===== src/rtl/sswd_pkg.sv =====
// Constants of the supply supervisor and watchdog core.
// Assumes one free-running 250 MHz clock and synchronous inputs.
// Overview of operation
// Reset output is held low while the supply is below threshold.
// Reset stays low 200 ms after the supply returns above threshold.
// The active-high reset is always the inverse of the active-low one.
// An enabled watchdog with no input transition for 1.6 s pulses reset.
// Every rising or falling input transition restarts the watchdog count.
// The host must toggle the watchdog input within the minimum timeout.
// A stuck watchdog input gives one reset pulse per 1.6 s timeout.
// A floating or mid-level watchdog input disables the watchdog.
// The host may disable the watchdog by tri-stating its drive.
// Main supply feeds the backed output above threshold, else the higher.
// The power-fail flag is low while the sense is below reference.
// In backup mode the power-fail flag and reset are held low.
// In backup mode the watchdog produces no reset pulses.
// Each watchdog reset pulse holds reset low for 200 ms.
// All long intervals come from a tick counter with a set divisor.
// Watchdog and supply inputs pass two flip-flops before any decision.
package sswd_pkg;
    localparam int unsigned CLK_HZ = 250_000_000;
    localparam int unsigned TICK_HZ = 1_000;
    localparam int unsigned TICK_DIV = CLK_HZ / TICK_HZ;
    localparam int unsigned RST_HOLD_MS = 200;
    localparam int unsigned WD_TIMEOUT_MS = 1_600;
    localparam int unsigned RST_HOLD_TICKS = RST_HOLD_MS * TICK_HZ / 1_000;
    localparam int unsigned WD_TICKS = WD_TIMEOUT_MS * TICK_HZ / 1_000;
    localparam int unsigned CNT_W = 18;
    localparam int unsigned MS_W = 12;
    localparam logic [1:0] SYNC_RST = 2'h0;
endpackage


===== src/rtl/sswd_top.sv =====
// Digital core of a supply supervisor with watchdog and battery switchover.
// Assumes analog comparators deliver logic levels, all inputs synchronous.
`timescale 1ns/1ps
module sswd_top #(
    parameter int unsigned TICK_DIV = sswd_pkg::TICK_DIV,
    parameter int unsigned RST_HOLD_TICKS = sswd_pkg::RST_HOLD_TICKS,
    parameter int unsigned WD_TICKS = sswd_pkg::WD_TICKS
) (
    input wire logic ref_clk_i,
    input wire logic rst_n_i,
    input wire logic supply_low_i,
    input wire logic battery_above_supply_i,
    input wire logic power_fail_sense_i,
    input wire logic watchdog_kick_input_i,
    input wire logic watchdog_float_i,
    output logic reset_n_o,
    output logic reset_o,
    output logic power_fail_flag_n_o,
    output logic backed_supply_out_o
);
    logic [1:0] sup_s_r, bat_s_r, pfs_s_r, wdi_s_r, flt_s_r;
    logic wdi_d_r;
    logic [sswd_pkg::CNT_W-1:0] div_r;
    logic tick_r;
    logic [sswd_pkg::MS_W-1:0] hold_r, wd_r;
    logic reset_n_r, reset_r, pff_n_r, backed_r;

    // two-stage synchronisers; only stage 2 is read downstream,
    // so a metastable first stage never reaches the decision logic
    always_ff @(posedge ref_clk_i or negedge rst_n_i) begin
        if (!rst_n_i) begin
            sup_s_r <= 2'h3;
            bat_s_r <= sswd_pkg::SYNC_RST;
            pfs_s_r <= sswd_pkg::SYNC_RST;
            wdi_s_r <= sswd_pkg::SYNC_RST;
            flt_s_r <= 2'h3;
        end else begin
            sup_s_r <= {sup_s_r[0], supply_low_i};
            bat_s_r <= {bat_s_r[0], battery_above_supply_i};
            pfs_s_r <= {pfs_s_r[0], power_fail_sense_i};
            wdi_s_r <= {wdi_s_r[0], watchdog_kick_input_i};
            flt_s_r <= {flt_s_r[0], watchdog_float_i};
        end
    end

    wire sup_low = sup_s_r[1];
    wire backup = sup_low && bat_s_r[1];
    wire watchdog_kick_input = wdi_s_r[1];
    wire wd_off = flt_s_r[1] || backup;
    wire kick = watchdog_kick_input ^ wdi_d_r;
    wire wd_fire = !wd_off && !kick && tick_r
                   && (wd_r == sswd_pkg::MS_W'(WD_TICKS - 1));
    wire holding = hold_r != '0;
    wire rst_nxt_n = !sup_low && !holding && !wd_fire;

    // millisecond tick from the system clock
    always_ff @(posedge ref_clk_i or negedge rst_n_i) begin
        if (!rst_n_i) begin
            div_r <= '0;
            tick_r <= 1'b0;
        end else begin
            tick_r <= div_r == sswd_pkg::CNT_W'(TICK_DIV - 1);
            if (div_r == sswd_pkg::CNT_W'(TICK_DIV - 1))
                div_r <= '0;
            else
                div_r <= div_r + 1'b1;
        end
    end

    // Hold counter restarts while supply is low or a watchdog pulse starts
    always_ff @(posedge ref_clk_i or negedge rst_n_i) begin
        if (!rst_n_i) begin
            hold_r <= sswd_pkg::MS_W'(RST_HOLD_TICKS);
        end else if (sup_low || wd_fire) begin
            hold_r <= sswd_pkg::MS_W'(RST_HOLD_TICKS);
        end else if (tick_r && holding) begin
            hold_r <= hold_r - 1'b1;
        end
    end

    // Watchdog count is held at zero while reset is active, so a stuck input
    // gives one pulse per full timeout after each release
    always_ff @(posedge ref_clk_i or negedge rst_n_i) begin
        if (!rst_n_i) begin
            wd_r <= '0;
            wdi_d_r <= 1'b0;
        end else begin
            wdi_d_r <= watchdog_kick_input;
            if (kick || wd_off || !reset_n_r || wd_fire)
                wd_r <= '0;
            else if (tick_r)
                wd_r <= wd_r + 1'b1;
        end
    end

    always_ff @(posedge ref_clk_i or negedge rst_n_i) begin
        if (!rst_n_i) begin
            reset_n_r <= 1'b0;
            reset_r <= 1'b1;
            pff_n_r <= 1'b0;
            backed_r <= 1'b0;
        end else begin
            reset_n_r <= rst_nxt_n;
            reset_r <= !rst_nxt_n;
            pff_n_r <= !backup && pfs_s_r[1];
            backed_r <= backup;
        end
    end

    assign reset_n_o = reset_n_r;
    assign reset_o = reset_r;
    assign power_fail_flag_n_o = pff_n_r;
    assign backed_supply_out_o = backed_r;
endmodule


===== config.mk =====
export PLATFORM = sky130hd
export DESIGN_NAME = sswd_top
export DESIGN_NICKNAME = d
export VERILOG_FILES = /design/src/rtl/sswd_pkg.sv /design/src/rtl/sswd_top.sv
export SDC_FILE = /design/constraint.sdc
export NUM_CORES = 1
export LEC_CHECK = 0
export BUFFER_PORTS_ARGS = -buffer_cell sky130_fd_sc_hd__buf_2
export CAP_MARGIN = 20
export CORE_UTILIZATION = 45
export CTS_CLUSTER_SIZE = 12
export DETAILED_ROUTE_END_ITERATION = 16
export GPL_ROUTABILITY_DRIVEN = 0
export PLACE_DENSITY = 0.75
export SLEW_MARGIN = 20
export SYNTH_ARGS = -nofsm -noshare
export SYNTH_HDL_FRONTEND = slang
export SYNTH_SLANG_ARGS = --single-unit

===== constraint.sdc =====
create_clock -name ref_clk_i -period 1.7 [get_ports ref_clk_i]
set_input_delay 0.085 -clock ref_clk_i [delete_from_list [all_inputs] [get_ports ref_clk_i]]
set_output_delay 0.085 -clock ref_clk_i [all_outputs]
set_load 0.02 [all_outputs]

==> impl_results.md <==
* RR Endpoint: hold_r[5]$_DFFE_PN0P_
* Commonest cells in the netlist: dfrtp_1 (50), nor2_1 (27), xnor2_1 (17)
* Wire per inst at 13.8 um
* Top post-synthesis cells by area: dfrtp_1 (48%), dfstp_2 (8.1%), xnor2_1 (5.7%), nor2_1 (3.9%), xor2_1 (3.4%)
* Post-synth top area share at 0.480
* Worst-Margin Slew at 0.556 ns
* Final setup violation count at 37
* H-tree levels at 3
* CTS max path bufs at 2
* Clock transition at the registers of the reported paths at 0.07 ns
* WP data arrival at 2.17 ns
* Fin area at 3460 um2
* Total clock sinks at 58
* Combinational power share at 0.028
* Worst path required time at 1.90 ns
* CP Launch Type: flop
* Final min period at 1.97 ns
* CTS Buf Count at 9
* R2R setup slack at -0.27 ns
* P&R area growth vs syn at 32.7%
* Sw power at 0.619 mW
* Critical Path End Type: flop
* Max-slew violations at 0
* Register area share after synthesis at 0.561
* Dominant cell type by area after synthesis: dfrtp_1
* Clock skew at 0.00638 ns
* Syn_nets at 247
* Detailed Place HPWL at 3320 um
* Cell Area, Placed at 3090 um2
* N_diodes at 0
* Die Wd at 78.1 um
* Count leader, synth: dfrtp_1
* Setup TNS at -7.87 ns
* P_int at 2.10 mW
* Mapped Area at 2610 um2
* Worst vdd ir at 0.664 mV
* Reg2reg path depth at 5
* Initial cell density of the core at 0.470
* Final WL at 5290 um
* WS Path Type: reg2reg
* RR Startpoint: wd_r[7]$_DFFE_PN0P_
* Unrepaired setup endpoints after global routing: yes
* Worst rel slew slack at 0.626
* CTS tree: built
* Initial antenna violation count at 0
* Unique masters post-synth at 45
* Fin crit share at 1.16
* Post-synth EDFFs at 0
* Max Clock Freq at 0.508 GHz
* Layout fillers at 451
* First-pass GRT wire length at 8570 um
* Post-Synthesis Cells at 236
* Detailed Routing Iterations Pass 1 at 5
* Pleak at 1.51 nW
* Worst hold-check path type: in2async
* Gr usage total at 0.185
* Share of layout cells above drive strength 1 at 0.353
* Initial drt markers at 46
* Endpoints failing hold at 0
* Total gr overflow at 0
* Pwr dens at 786 nW/um2
* Post-route setup slack at -0.269 ns
* I/O Pins at 11
* Clock Latency Late Sink at 0.33 ns
* Cell row count at 27
* Post-route DRC at 0
* FFs w/ async S/R, synth at 1.00
* Number of max-cap violations at 0
* Layout net count at 318
* Placed insts at 358
* Antenna Violating Nets Remaining at 0
* Vias per cell at 5.16
* Vias in the first global route at 1934
* Status: finished with violations
* Seq cells post-synth at 58
* Multi-input gate area at 1160 um2
* Clock power frac at 0.454
* PortBufs at 10
* Root Driver: clkbuf_8
* Via Count at 1981
* Die Ht at 78.1 um
* Core ar. at 5540 um2
* Syn. warnings at 0
* Final Non-Filler Cells at 384
* Pin count of the biggest net entering global routing at 59
* Switching fraction of total power at 0.228
* Die area at 6100 um2
* Mean area per synthesized cell at 11.0 um2
* Reg power frac at 0.517
* Worst-path fanout max at 8
* Predominant post-synthesis flop cell: dfrtp_1
* Failing checks: negative setup slack
* Sequential Area at 1460 um2
## power groups by stage
stage	combinational (mW)	clock, mW	sequential (mW)
floorplan	0.0155	0	1.43
global placement	0.0642	0	1.43
detailed placement	0.0660	0	1.43
CTS	0.0782	1.27	1.41
global route	0.0858	1.32	1.41
finish	0.0766	1.23	1.41
## flip-flops by register name, indices dropped and copies added (netlist names)
signal,count
div_r,18
hold_r,12
wd_r,12
bat_s_r,2
flt_s_r,2
pfs_s_r,2
sup_s_r,2
wdi_s_r,2
backed_supply_out_o,1
power_fail_flag_n_o,1
reset_n_o,1
reset_o,1
tick_r,1
wdi_d_r,1
## layout by cell type, fill, tap and decap left out, drive strengths merged, types with 2 or more instances in the layout
cell,instances
o31ai,5
ha,4
dlygate4sd3,6
nand2b,3
nor2b,3
or3,3
xnor2,17
nor2,27
nor3,7
nor4,5
nand3,13
clkbuf,9
o21ai,4
or4,10
dfrtp,50
nand4,4
and3,6
inv,6
clkinv,2
a21oi,9
and4,2
mux2i,2
clkinvlp,4
buf,60
xor2,10
nand2,15
nand4bb,2
dfstp,8
or2,3
## metal layers
layer / wire, um / share of wire / GRT usage / up-vias
met5: 0 / 0 / 0 / -
met4: 133 / 0.025 / 0.104 / 0
met3: 113 / 0.021 / 0.0465 / 15
met2: 2720 / 0.51 / 0.300 / 23
met1: 2320 / 0.44 / 0.224 / 966
li1: - / - / - / 977
## how the worst max path moves through the flow
stage,start,to,slack [ns],cells past startpoint
2_1_floorplan,wd_r[6]$_DFFE_PN0P_,hold_r[6]$_DFFE_PN1P_,-0.21,5
3_3_place_gp,div_r[13]$_DFF_PN0_,div_r[17]$_DFF_PN0_,-0.16,5
3_5_place_dp,wd_r[6]$_DFFE_PN0P_,hold_r[5]$_DFFE_PN0P_,-0.23,5
5_1_grt,wd_r[7]$_DFFE_PN0P_,hold_r[6]$_DFFE_PN1P_,-0.35,5
4_1_cts,wd_r[6]$_DFFE_PN0P_,hold_r[1]$_DFFE_PN0P_,-0.23,5
6_report,wd_r[7]$_DFFE_PN0P_,hold_r[5]$_DFFE_PN0P_,-0.27,5
## critical path, cell delays in order (launching register included)
cell	delay [ns]
dfrtp_1	0.39
or4_1	0.50
or4_4	0.46
o31ai_4	0.25
buf_6	0.18
a21oi_1	0.06
## through the flow
stage,worst slack [ns],util,power [mW],hold slack [ns]
4_1_cts,-0.233,0.608,2.75,0.276
5_1_grt,-0.353,0.624,2.81,0.322
3_3_place_gp,-0.163,0.557,1.49,0.105
2_1_floorplan,-0.207,-,1.45,-0.211
3_5_place_dp,-0.227,0.557,1.50,0.109
6_report,-0.269,0.624,2.72,0.273
## timing repair
item,in CTS,in global routing
buffers inserted,0,4
resized for setup,7,18
pin swaps,4,0
hold buffers,6,0
endpoints found under the hold margin,55,0
setup endpoints to repair,36,36
## logic make-up (layout without fill, tap and decap cells)
kind of cell / after synthesis / after routing / synth area share
adder cells (fa/ha/maj): 4 / 4 / 0.0192
flip-flops: 58 / 58 / 0.561
buffers and inverters: 12 / 88 / 0.0211
XOR/XNOR: 27 / 27 / 0.0907
AO/OA/AOI/OAI: 25 / 25 / 0.0672
multiplexers: 2 / 2 / 0.00768
AND/OR/NAND/NOR: 108 / 108 / 0.233
## area by class of cell
cell class / instances / share of cell area
clock inverter: 7 / 0.0203
inverter: 6 / 0.00651
clock buffer: 9 / 0.0358
sequential: 58 / 0.422
tap: 72 / 0.0260
timing repair buffer: 66 / 0.154
multi-input combinational: 166 / 0.335
(Power assumes the default switching activity.)
